## src/verilog/fbh_defines.svh

```systemverilog
// timing counts and address-field constants for the flash bus host
`ifndef FBH_DEFINES_SVH
`define FBH_DEFINES_SVH

`define FBH_CLK_PERIOD_NS 8
`define FBH_ADDR_ACCESS_NS 70
`define FBH_SELECT_ACCESS_NS 70
`define FBH_OUTPUT_ACCESS_NS 30
`define FBH_WRITE_PULSE_NS 35
`define FBH_WRITE_HIGH_NS 30
`define FBH_SETUP_NS 10
`define FBH_CEIL_CYC(ns) (((ns) + `FBH_CLK_PERIOD_NS - 1) / `FBH_CLK_PERIOD_NS)
`define FBH_READ_CYC `FBH_CEIL_CYC(`FBH_SELECT_ACCESS_NS)
`define FBH_WPULSE_CYC `FBH_CEIL_CYC(`FBH_WRITE_PULSE_NS)
`define FBH_WHIGH_CYC `FBH_CEIL_CYC(`FBH_WRITE_HIGH_NS)
`define FBH_SETUP_CYC `FBH_CEIL_CYC(`FBH_SETUP_NS)
`define FBH_ADDR_W 19
`define FBH_DATA_W 8
`define FBH_PROT_A6 6
`define FBH_PROT_A1 1
`define FBH_PROT_A0 0

`endif

```

## src/verilog/fbh_pkg.sv

```systemverilog
// types for the flash bus host
package fbh_pkg;
    typedef enum logic [2:0] {
        FBH_IDLE = 3'b000,
        FBH_SETUP = 3'b001,
        FBH_ACTIVE = 3'b010,
        FBH_RECOVER = 3'b011
    } fbh_state_t;
    typedef enum logic [1:0] {
        FBH_OP_READ = 2'b00,
        FBH_OP_WRITE = 2'b01,
        FBH_OP_PROTECT = 2'b10,
        FBH_OP_UNPROTECT = 2'b11
    } fbh_op_t;
endpackage

```

## src/verilog/fbh_host.sv

```systemverilog
// host controller driving an asynchronous byte-wide flash over its pins
`include "fbh_defines.svh"

// Contract
// - read with select and output gate low, write strobe high.
// - write with select and write strobe low, output gate high.
// - all nineteen address lines are driven for every read and write.
// - protect uses A6 low, A1 high, A0 low; unprotect A6 high.
module fbh_host #(
    parameter int ADDR_W = `FBH_ADDR_W,
    parameter int DATA_W = `FBH_DATA_W,
    parameter int READ_CYC = `FBH_READ_CYC,
    parameter int WPULSE_CYC = `FBH_WPULSE_CYC,
    parameter int WHIGH_CYC = `FBH_WHIGH_CYC,
    parameter int SETUP_CYC = `FBH_SETUP_CYC
) (
    input wire logic clk_in,
    input wire logic reset_n_in,
    input wire logic req_valid_in,
    input wire fbh_pkg::fbh_op_t req_op_in,
    input wire logic [ADDR_W-1:0] req_addr_in,
    input wire logic [DATA_W-1:0] req_wdata_in,
    output logic req_ready_out,
    output logic rsp_valid_out,
    output logic [DATA_W-1:0] rsp_rdata_out,
    output logic [ADDR_W-1:0] flash_addr_out,
    input wire logic [DATA_W-1:0] flash_data_in,
    output logic [DATA_W-1:0] flash_data_out,
    output logic flash_data_oe_out,
    output logic flash_select_n_out,
    output logic flash_out_gate_n_out,
    output logic flash_write_n_out
);
    logic [1:0] rst_sync_q;
    logic rst_n;
    fbh_pkg::fbh_state_t state_q;
    fbh_pkg::fbh_op_t op_q;
    logic [7:0] cnt_q;
    logic is_read;

    // a request is taken only while ready stands at the edge
    logic take;


    always_ff @(posedge clk_in or negedge reset_n_in) begin
        if (!reset_n_in) begin
            rst_sync_q <= 2'h0;
        end else begin
            rst_sync_q <= {rst_sync_q[0], 1'b1};
        end
    end
    assign rst_n = rst_sync_q[1];

    assign is_read = (op_q == fbh_pkg::FBH_OP_READ);

    assign take = (state_q == fbh_pkg::FBH_IDLE) && req_valid_in &&
                  req_ready_out;


    // sequencer: setup with strobes high, active phase, recovery gap
    always_ff @(posedge clk_in or negedge rst_n) begin
        if (!rst_n) begin
            state_q <= fbh_pkg::FBH_IDLE;
            op_q <= fbh_pkg::FBH_OP_READ;
            cnt_q <= 8'h00;
        end else begin
            unique case (state_q)
                fbh_pkg::FBH_IDLE: begin
                    if (take) begin
                        op_q <= req_op_in;
                        cnt_q <= 8'(SETUP_CYC);
                        state_q <= fbh_pkg::FBH_SETUP;
                    end
                end
                fbh_pkg::FBH_SETUP: begin
                    if (cnt_q <= 8'h01) begin
                        // full select access time covers wake from standby
                        cnt_q <= is_read ? 8'(READ_CYC) : 8'(WPULSE_CYC);
                        state_q <= fbh_pkg::FBH_ACTIVE;
                    end else begin
                        cnt_q <= cnt_q - 8'h01;
                    end
                end
                fbh_pkg::FBH_ACTIVE: begin
                    if (cnt_q <= 8'h01) begin
                        cnt_q <= 8'(WHIGH_CYC);
                        state_q <= fbh_pkg::FBH_RECOVER;
                    end else begin
                        cnt_q <= cnt_q - 8'h01;
                    end
                end
                fbh_pkg::FBH_RECOVER: begin
                    if (cnt_q <= 8'h01) begin
                        state_q <= fbh_pkg::FBH_IDLE;
                    end else begin
                        cnt_q <= cnt_q - 8'h01;
                    end
                end
                default: state_q <= fbh_pkg::FBH_IDLE;
            endcase
        end
    end

    // address held through the whole cycle
    always_ff @(posedge clk_in or negedge rst_n) begin
        if (!rst_n) begin
            flash_addr_out <= '0;
            flash_data_out <= '0;
        end else if (take) begin
            flash_addr_out <= req_addr_in;
            flash_data_out <= req_wdata_in;
            unique case (req_op_in)
                fbh_pkg::FBH_OP_PROTECT: begin
                    flash_addr_out[`FBH_PROT_A6] <= 1'b0;
                    flash_addr_out[`FBH_PROT_A1] <= 1'b1;
                    flash_addr_out[`FBH_PROT_A0] <= 1'b0;
                end
                fbh_pkg::FBH_OP_UNPROTECT: begin
                    flash_addr_out[`FBH_PROT_A6] <= 1'b1;
                    flash_addr_out[`FBH_PROT_A1] <= 1'b1;
                    flash_addr_out[`FBH_PROT_A0] <= 1'b0;
                end
                default: begin
                end
            endcase
        end
    end

    // control pins; select stays high through setup so address precedes strobe
    always_ff @(posedge clk_in or negedge rst_n) begin
        if (!rst_n) begin
            flash_select_n_out <= 1'b1;
            flash_out_gate_n_out <= 1'b1;
            flash_write_n_out <= 1'b1;
            flash_data_oe_out <= 1'b0;
        end else begin
            flash_select_n_out <= !(state_q == fbh_pkg::FBH_ACTIVE &&
                                    !(cnt_q <= 8'h01));
            if (state_q == fbh_pkg::FBH_SETUP && cnt_q <= 8'h01) begin
                flash_select_n_out <= 1'b0;
                flash_out_gate_n_out <= !is_read;
                flash_write_n_out <= is_read;
                // drive data only with gate high, avoiding contention
                flash_data_oe_out <= !is_read;
            end else if (state_q == fbh_pkg::FBH_ACTIVE && cnt_q <= 8'h01) begin
                // write strobe rises here; data held one more cycle
                flash_select_n_out <= 1'b1;
                flash_out_gate_n_out <= 1'b1;
                flash_write_n_out <= 1'b1;
            end else if (state_q != fbh_pkg::FBH_ACTIVE) begin
                flash_data_oe_out <= 1'b0;
            end
        end
    end


    // capture read data at end of access window
    always_ff @(posedge clk_in or negedge rst_n) begin
        if (!rst_n) begin
            rsp_valid_out <= 1'b0;
            rsp_rdata_out <= '0;
        end else begin
            rsp_valid_out <= 1'b0;
            if (state_q == fbh_pkg::FBH_ACTIVE && cnt_q <= 8'h01) begin
                rsp_valid_out <= 1'b1;
                if (is_read) begin
                    rsp_rdata_out <= flash_data_in;
                end
            end
        end
    end


    // ready is registered, so it is raised one edge early: on the last
    // recovery cycle, and held in idle until a request is taken.
    // a requester that holds valid through recovery is still served,
    // since ready no longer depends on valid being low
    always_ff @(posedge clk_in or negedge rst_n) begin
        if (!rst_n) begin
            req_ready_out <= 1'b0;
        end else begin
            req_ready_out <= ((state_q == fbh_pkg::FBH_IDLE) && !take) ||
                             ((state_q == fbh_pkg::FBH_RECOVER) &&
                              (cnt_q <= 8'h01));
        end
    end

endmodule

```

## config.mk

```make
export PLATFORM = sky130hd
export DESIGN_NAME = fbh_host
export DESIGN_NICKNAME = d
export VERILOG_FILES = /design/src/verilog/fbh_pkg.sv /design/src/verilog/fbh_host.sv
export VERILOG_INCLUDE_DIRS = /design/src /design/src/verilog
export SDC_FILE = /design/constraint.sdc
export NUM_CORES = 1
export LEC_CHECK = 0
export BUFFER_PORTS_ARGS = -buffer_cell sky130_fd_sc_hd__buf_2
export CAP_MARGIN = 10
export CORE_MARGIN = 2
export CORE_UTILIZATION = 54
export DETAILED_ROUTE_END_ITERATION = 10
export PLACE_DENSITY = 0.94
export SKIP_CTS_REPAIR_TIMING = 1
export SLEW_MARGIN = 20
export SYNTH_ARGS = -nofsm -noshare
export SYNTH_HDL_FRONTEND = slang
export SYNTH_SLANG_ARGS = --single-unit
```

## constraint.sdc

```tcl
create_clock -name clk_in -period 5.1 [get_ports clk_in]
set_input_delay 0.765 -clock clk_in [delete_from_list [all_inputs] [get_ports clk_in]]
set_output_delay 0.765 -clock clk_in [all_outputs]
set_load 0.005 [all_outputs]
```

### Yosys cells after proc, flatten, opt, wreduce, memory -nomap -nowiden

Cells that the tools add are included.

* bits of input ports: 40
* bits in registers: 56
* word-level logic and storage cells: 72
* output and inout port bits: 41

* $lt $le $gt $ge: 1
* mux-type cells: 22
* reduce and logical (&&, ||, !) cells: 23
* equal/unequal tests: 12
* add/subtract/negate cells: 1

Operators with widths (number)
* 8-bit two-way mux: 4
* 8-bit case mux with 4 select lines: 1
* 3-bit two-way mux: 4
* 2-bit != test, second input constant: 6
* 3-bit case mux with 4 select lines: 1
* 1-bit two-way mux: 9
* 8-bit by 1-bit less-or-equal comparator with 1-bit output, second input constant: 1
* 8-bit by 1-bit subtractor with 8-bit output, second input constant: 1
* 1-bit logical AND: 7
* 3-bit by 2-bit == test with 1-bit output, second input constant: 2
* 2-bit AND reduction: 3
* 2-bit == test, second input constant: 2
* 1-bit logical NOT: 4
* 4-bit two-way mux: 1
* 4-bit AND reduction: 1
* 2-bit nonzero test: 2
* 4-bit nonzero test: 1
* 3-bit by 1-bit == test with 1-bit output, second input constant: 1
* 3-bit logical NOT: 1
* 3-bit by 2-bit != test with 1-bit output, second input constant: 1
* 3-bit AND reduction: 1
* 2-bit logical NOT: 1
* 2-bit two-way mux: 1
* 1-bit case mux with 2 select lines: 1
* 2 further kinds: 2

### Longest topological paths before layout

Gate-level depths: netlist (run 1).

* word-level depth: 6
* gate-level depth with buffers: 7
* gate-level depth less buffers: 6

### Worst setup path before layout (run 1)

Ideal clock, no wire load.

* kind: register to register
* start: reg state_q[0]
* end: reg cnt_q[0]
* required time: 4.978 ns
* arrival: 1.865 ns
* setup slack: 3.113 ns
* setup time: 0.122 ns
* period minus slack after synthesis: 1.987 ns
* cell stages (with the launch flop): 8
* path buffers: 1
* path through: dfrtp_1 inv_1 ha_1 clkbuf_1 or3_1 o21ai_0 nor2_1 a32o_1

* cells in the longest elaborated chain, start to end: 5
* elaborated cells on any way between the ends: 11
* classes of those cells: eq/ne (5); mux (1); reduce/logical (5)

RTL lines
* start: declaration: RTL line fbh_host.sv:36 `fbh_pkg::fbh_state_t state_q;`
* start signal: assignment: RTL line fbh_host.sv:63 `state_q <= fbh_pkg::FBH_IDLE;`
* start signal: assignment: RTL line fbh_host.sv:72 `state_q <= fbh_pkg::FBH_SETUP;`
* start signal: assignment: RTL line fbh_host.sv:79 `state_q <= fbh_pkg::FBH_ACTIVE;`
* 3-bit logical NOT: RTL line fbh_host.sv:56, fbh_host.sv:67
* 1-bit logical AND (2 in a row): RTL line fbh_host.sv:56 `assign take = (state_q == fbh_pkg::FBH_IDLE) && req_valid_in &&`
* 2-bit != test (no line)
* 3-bit AND reduction (no line)
* end signal: assignment: RTL line fbh_host.sv:71 `cnt_q <= 8'(SETUP_CYC);`
* end signal: assignment: RTL line fbh_host.sv:78 `cnt_q <= is_read ? 8'(READ_CYC) : 8'(WPULSE_CYC);`
* end signal: assignment: RTL line fbh_host.sv:81 `cnt_q <= cnt_q - 8'h01;`
* end: declaration: RTL line fbh_host.sv:38 `logic [7:0] cnt_q;`

Several ways; a longest one is shown, not always the timed one.
A chain may end at the register's enable or synchronous reset.

### Worst setup path in the final report (run 1)

* start: reg state_q[0]
* end: reg cnt_q[3]

The elaborated chain is that of the path after synthesis.

==> key figures, run 1 <==
Global route
  • GRT overflow: 0
  • Vias in the first global route: 1907
  • Initial antenna violation count: 0
  • Largest net degree at the start of global routing: 54
  • Most Crowded Layer GR: met2
  • GR Util met3: 5.20%
  • Met1 usage: 27.5%
  • Global-route wire length before repair: 8580 um
  • M2 GR Usage: 35.7%
  • Tot GR Track Use: 21.5%

Routing
  • DRC: 0
  • First-pass detailed-route iteration total: 5
  • Via count: 1951
  • Routed WL per cell: 15.7 um
  • First DRT Iteration DRCs: 172
  • Routed Antenna Nets: 0
  • Final WL: 5210 um
  • Vias per cell: 5.88

Clock network
  • Num CTS Buffers: 5
  • Root buffer cell: clkbuf_8
  • CTS clk-pin slew, worst paths: 0.10 ns
  • CTS tree: done
  • CTS max path bufs: 2
  • Skew-Pair Late Insertion Delay: 0.30 ns
  • # clock sinks: 55
  • H-tree depth: 2

Timing
  • Worst relative slew slack: 56.5%
  • Min Tclk post-route: 2.23 ns
  • Worst Tran Pin Value: 0.652 ns
  • Unrepaired setup endpoints after global routing: no
  • Final setup viols: 0
  • Worst Skew: 0.0111 ns
  • Hold slack: 0.223 ns
  • Max Clk Rate: 448 MHz
  • Fin. max-slew vios: 0
  • Setup TNS: 0 ns
  • Hold Fails Final Rpt: 0
  • Crit share post-route: 43.7%

Die
  • # IOs: 81
  • Row count: 24
  • Core Area: 0.00438 mm^2
  • Chip height: 71.8 um
  • Initial Utilization: 56.6%
  • Die Area: 0.00516 mm^2
  • Die X: 71.8 um

Worst setup path
  • Cell Chain, Critical Path: inv_1, ha_1, nor3_1, nor2_1, a311oi_1, o22ai_1
  • Data arrival, critical path: 2.42 ns
  • R2r worst-path depth: 6
  • Levels on crit path: 6
  • Slowest-stage cell, CP: nor3_1
  • CP endpoint kind: flip-flop
  • Data required, critical path: 5.29 ns
  • Crit path max fanout: 8
  • Crit path launch type: flip-flop
  • CP top delay family: simple AND/OR/NAND/NOR gates
  • CP Class: reg -> reg
  • Max incr delay on CP: 0.53 ns
  • CP bufs+invs: 1

Cells and area
  • Fill cells: 302
  • Final Util: 69.4%
  • Ant diodes: 0
  • Final net count: 327
  • Share of cells above drive strength 1: 48.2%
  • P&R area growth vs syn: 22.5%

Synthesis
  • Cells after Synth: 197
  • Yosys warnings: 0
  • Sequential share of the synthesized area: 55.6%
  • Synthesized flop and latch total: 55
  • Synth cell types: 43
  • Post-Syn Area: 0.00248 mm^2
  • Mapped Avg Cell Area: 12.6 um^2
  • Syn Nets: 245

Place
  • GP Congestion: 1.09
  • Port Buffers: 80
  • DP HPWL: 3860 um

Pwr
  • Pwr dens: 639 mW/mm^2
  • Leakage Power: 1.47 nW
  • Max VDD drop: 0.341 mV

Worst hold path
  • HP Class: in -> async

Run
  • Max-cap viol count: 0

Run status
  • Status: finished clean
## routing by layer
metal  vias to the layer above  share of wire [%]
met5                         -                  0
met4                         0                2.6
met3                        23                9.3
met2                       123                 49
met1                       923                 39
li1                        882                  -
## layout by cell type (no fill, tap or decap), drive strengths merged, types with 3 or more instances in the layout
cell,n
nor2,14
or3,3
buf,81
nor4,3
nand2,5
mux2,35
nand3,7
clkbuf,6
o21ai,7
a21oi,4
dfrtp,52
nor3,5
o311ai,3
nand4,3
inv,9
ha,8
dfstp,3
o21a,3
## path summary, 6_finish.rpt
kind	from	end	slack [ns]
hold reg to reg	rst_sync_q[1]	rsp_rdata_out[7]	0.37
min in group clk_in	rst_sync_q[0]	rst_sync_q[1]	0.37
setup reg to reg	state_q[0]	cnt_q[3]	2.87
hold / removal	reset_n_in	rst_sync_q[0]	0.22
setup / recovery	state_q[0]	cnt_q[3]	2.87
max in group asynchronous	rst_sync_q[1]	flash_data_out[7]	4.29
## cell type report
class	instances	area (um^2)	share of cell area, %
Sequential cell	55	1380	45.5
Clock inverter	2	38.8	1.28
Tap cell	52	65.1	2.14
Timing Repair Buffer	81	408	13.4
Inverter	8	30.0	0.987
Multi-Input combinational cell	128	1040	34.3
Clock buffer	6	72.6	2.39
## state kept, by name, indices dropped and copies added, names as in the netlist
| register | count |
|---|---|
| flash_addr_out | 19 |
| cnt_q | 8 |
| flash_data_out | 8 |
| rsp_rdata_out | 8 |
| op_q | 2 |
| rst_sync_q | 2 |
| state_q | 2 |
| flash_data_oe_out | 1 |
| flash_out_gate_n_out | 1 |
| flash_select_n_out | 1 |
| flash_write_n_out | 1 |
| req_ready_out | 1 |
| rsp_valid_out | 1 |
## where the power goes
group	switching, mW	total [mW]	internal [mW]
sequential	0.127	0.766	0.639
clock	0.138	0.286	0.148
combinational	0.468	0.891	0.422
## cells in the mapped netlist, drive strengths merged
cell type  count  share of area (%)
and2           1               0.25
a32oi          1               0.35
ha             8                4.0
o2111ai        1               0.35
nor3           5                1.5
a22oi          1               0.30
a32o           2               0.81
nor2          14                2.1
or4            1               0.45
nor4           3                1.3
a41oi          2               0.71
a31oi          2               0.50
mux2i          1               0.40
dfrtp         52                 52
nand3          7                1.9
or2            2               0.50
clkbuf         4               0.60
buf            2               0.60
conb           1               0.15
inv            8                1.2
o31ai          1               0.30
a311oi         1               0.35
a21oi          4               0.81
o21a           3               0.91
o21ai          7                1.4
o211ai         2               0.60
dfstp          3                3.2
a21boi         2               0.60
mux2          35                 16
o21bai         1               0.30
o311ai         3                1.1
nand2          5               0.76
o22ai          1               0.25
or3            3               0.76
nand2b         2               0.50
nand4          3               0.76
o32a           1               0.40
and4b          1               0.40
a21bo          1               0.40
## kinds of logic (layout without fill, tap and decap cells)
logic type                 count (synthesis)  count (layout)  synth area share, %
muxes                                     36              36                 16.3
and+or+nand+nor                           47              47                 11.1
AOI/OAI and AO/OA                         36              36                 10.4
DFF                                       55              55                 55.6
adders and majority gates                  8               8                 4.03
buffers and inverters                     14              97                 2.42
other                                      1               1                0.151
## per-stage QoR
| stage | power [mW] | area (um^2) | instances | worst slack (ns) |
|---|---|---|---|---|
| floorplan | 1.33 | 2480 | 197 | 3.11 |
| global placement | 1.61 | 2930 | 324 | 2.95 |
| detailed placement | 1.65 | 2930 | 324 | 2.94 |
| CTS | 1.94 | 3040 | 332 | 2.93 |
| global route | 2.08 | 3040 | 332 | 2.71 |
| finish | 1.94 | 3040 | 332 | 2.87 |
Note: power is estimated with default switching activity, not from simulation.
==> run 2: changes to the inputs <==
--- a/config.mk
+++ b/config.mk
@@ -9,9 +9,9 @@
 export BUFFER_PORTS_ARGS = -buffer_cell sky130_fd_sc_hd__buf_2
 export CAP_MARGIN = 10
 export CORE_MARGIN = 2
-export CORE_UTILIZATION = 54
+export CORE_UTILIZATION = 50
 export DETAILED_ROUTE_END_ITERATION = 10
-export PLACE_DENSITY = 0.94
+export PLACE_DENSITY = 0.89
 export SKIP_CTS_REPAIR_TIMING = 1
 export SLEW_MARGIN = 20
 export SYNTH_ARGS = -nofsm -noshare
==> constraint.sdc (replaced) <==
create_clock -name clk_in -period 2.2 [get_ports clk_in]
set_input_delay 0.33 -clock clk_in [delete_from_list [all_inputs] [get_ports clk_in]]
set_output_delay 0.33 -clock clk_in [all_outputs]
set_load 0.005 [all_outputs]
==> run 2 against run 1 <==
Effect of this change:
- core utilization fell by 3.6 points
- sequential share of layout area fell by 1.3 points
- via count rose by 1.2%
- design area rose by 2.8%
- die area rose by 7.5%
- critical path type unchanged
- largest power group unchanged
==> key figures, run 2 (synthesis results as in run 1) <==
Global route
  • Largest net degree at the start of global routing: 33 (was 54)
  • Tot GR Track Use: 20.9% (was 21.5%)
  • GRT overflow: 0 (unchanged)
  • Initial antenna violation count: 0 (unchanged)
  • Vias in the first global route: 1973 (was 1907)
  • Global-route wire length before repair: 8750 um (was 8580 um)

Worst setup path
  • Data arrival, critical path: 2.30 ns (was 2.42 ns)
  • Crit path launch type: flip-flop (unchanged)
  • Critical Path Start: cnt_q[3] (was state_q[0])
  • CP endpoint kind: flip-flop (unchanged)
  • Crit path max fanout: 9 (was 8)
  • R2R Path Start: cnt_q[3] (was state_q[0])
  • Data required, critical path: 2.40 ns (was 5.29 ns)
  • CP Class: reg -> reg (unchanged)

Timing
  • Setup TNS: 0 ns (unchanged)
  • Max Clk Rate: 477 MHz (was 448 MHz)
  • Fin. max-slew vios: 0 (unchanged)
  • Worst relative slew slack: 64.4% (was 56.5%)
  • Unrepaired setup endpoints after global routing: no (unchanged)
  • Hold slack: 0.237 ns (was 0.223 ns)
  • Min Tclk post-route: 2.10 ns (was 2.23 ns)
  • Worst Tran Pin Value: 0.533 ns (was 0.652 ns)
  • Final setup viols: 0 (unchanged)
  • PnR worst setup slack: 0.105 ns (was 2.87 ns)
  • Crit share post-route: 95.2% (was 43.7%)
  • Worst Skew: 0.00672 ns (was 0.0111 ns)
  • Hold Fails Final Rpt: 0 (unchanged)

Pwr
  • Max VDD drop: 0.777 mV (was 0.341 mV)
  • Leakage Power: 1.52 nW (was 1.47 nW)
  • Pwr dens: 1450 mW/mm^2 (was 639 mW/mm^2)

Routing
  • Routed Antenna Nets: 0 (unchanged)
  • DRC: 0 (unchanged)
  • First DRT Iteration DRCs: 174 (was 172)
  • Routed WL per cell: 15.6 um (was 15.7 um)
  • Final WL: 5560 um (was 5210 um)
  • Via count: 1974 (was 1951)
  • First-pass detailed-route iteration total: 4 (was 5)
  • Vias per cell: 5.53 (was 5.88)

Clock network
  • # clock sinks: 55 (unchanged)
  • CTS tree: done (unchanged)
  • CTS max path bufs: 2 (unchanged)
  • CTS clk-pin slew, worst paths: 0.10 ns (about the same)
  • Num CTS Buffers: 5 (unchanged)
  • Root buffer cell: clkbuf_8 (unchanged)
  • Skew-Pair Late Insertion Delay: 0.31 ns (was 0.30 ns)
  • H-tree depth: 2 (unchanged)

Place
  • GP Congestion: 0.956 (was 1.09)
  • Port Buffers: 80 (unchanged)
  • Pre-CTS setup slack: 0.127 ns (was 2.94 ns)
  • DP HPWL: 4250 um (was 3860 um)

Cells and area
  • Most frequent cells in the layout: buf_2, dfrtp_1, mux2_2 (unchanged)
  • Share of cells above drive strength 1: 50.0% (was 48.2%)
  • P&R area growth vs syn: 25.9% (was 22.5%)
  • Final net count: 337 (was 327)
  • Largest register FFs: 19 (unchanged)
  • Ant diodes: 0 (unchanged)
  • Commonest non-fill, non-tap cell in the layout: buf_2 (unchanged)
  • Largest Register: flash_addr_out (unchanged)

Die
  • # IOs: 81 (unchanged)
  • Chip height: 74.5 um (was 71.8 um)
  • Die Area: 0.00555 mm^2 (was 0.00516 mm^2)
  • Die X: 74.5 um (was 71.8 um)
  • Initial Utilization: 52.2% (was 56.6%)
  • Core Area: 0.00475 mm^2 (was 0.00438 mm^2)
  • Row count: 25 (was 24)

Run status
  • Status: finished clean (unchanged)

Run
  • Max-cap viol count: 0 (unchanged)

Worst hold path
  • HP Class: reg -> async (was in -> async)
==> run 2: final cells by class <==
| type | count | area [um^2] |
|---|---|---|
| clock buffers | 5 | 68.8 |
| multi-input cells | 128 | 1040 |
| flip-flops and latches | 55 | 1380 |
| well taps | 67 | 83.8 |
| repair buffers | 91 | 498 |
| clock inverters | 3 | 22.5 |
| fillers | 381 | 1630 |
| inverters | 8 | 30.0 |
==> run 2: layer usage <==
metal | vias up | track usage, % | part of all wire, %
met5 | - | 0 | 0
met4 | 0 | 7.54 | 1.7
met3 | 12 | 5.56 | 9.1
met2 | 122 | 35.6 | 50
met1 | 945 | 25.6 | 39
li1 | 895 | - | -
==> run 2: path summary, 6_finish.rpt <==
kind | cells past startpoint | slack (ns) | end
setup / recovery | 4 | 0.10 | rsp_rdata_out[2]
hold / removal | 0 | 0.24 | cnt_q[1]
setup reg to reg | 4 | 0.10 | rsp_rdata_out[2]
hold reg to reg | 0 | 0.24 | cnt_q[1]
max in group asynchronous | 1 | 1.28 | flash_select_n_out
min in group clk_in | 2 | 0.24 | flash_addr_out[2]
==> run 2: worst max-delay path, stage by stage, from the launching register on <==
cell     delay (ns)
dfrtp_1        0.50
or4_4          0.63
nor3_4         0.36
nand3_4        0.19
mux2_2         0.31
==> run 2: power by group <==
group / switching [mW] / leakage (nW) / internal [mW]
Clock: 0.334 / 0.0485 / 0.229
Sequential: 0.280 / 0.669 / 1.48
Combinational: 1.14 / 0.801 / 1.07
==> run 2: stage by stage <==
step | std cells | power (mW) | utilization, % | area, um^2
after floorplan | 197 | 3.09 | - | 2480
after global placement | 348 | 3.88 | 63.7 | 3030
after detailed placement | 348 | 3.95 | 63.7 | 3030
after CTS | 356 | 4.53 | 65.6 | 3120
after global routing | 357 | 4.86 | 65.8 | 3130
final | 357 | 4.53 | 65.8 | 3130
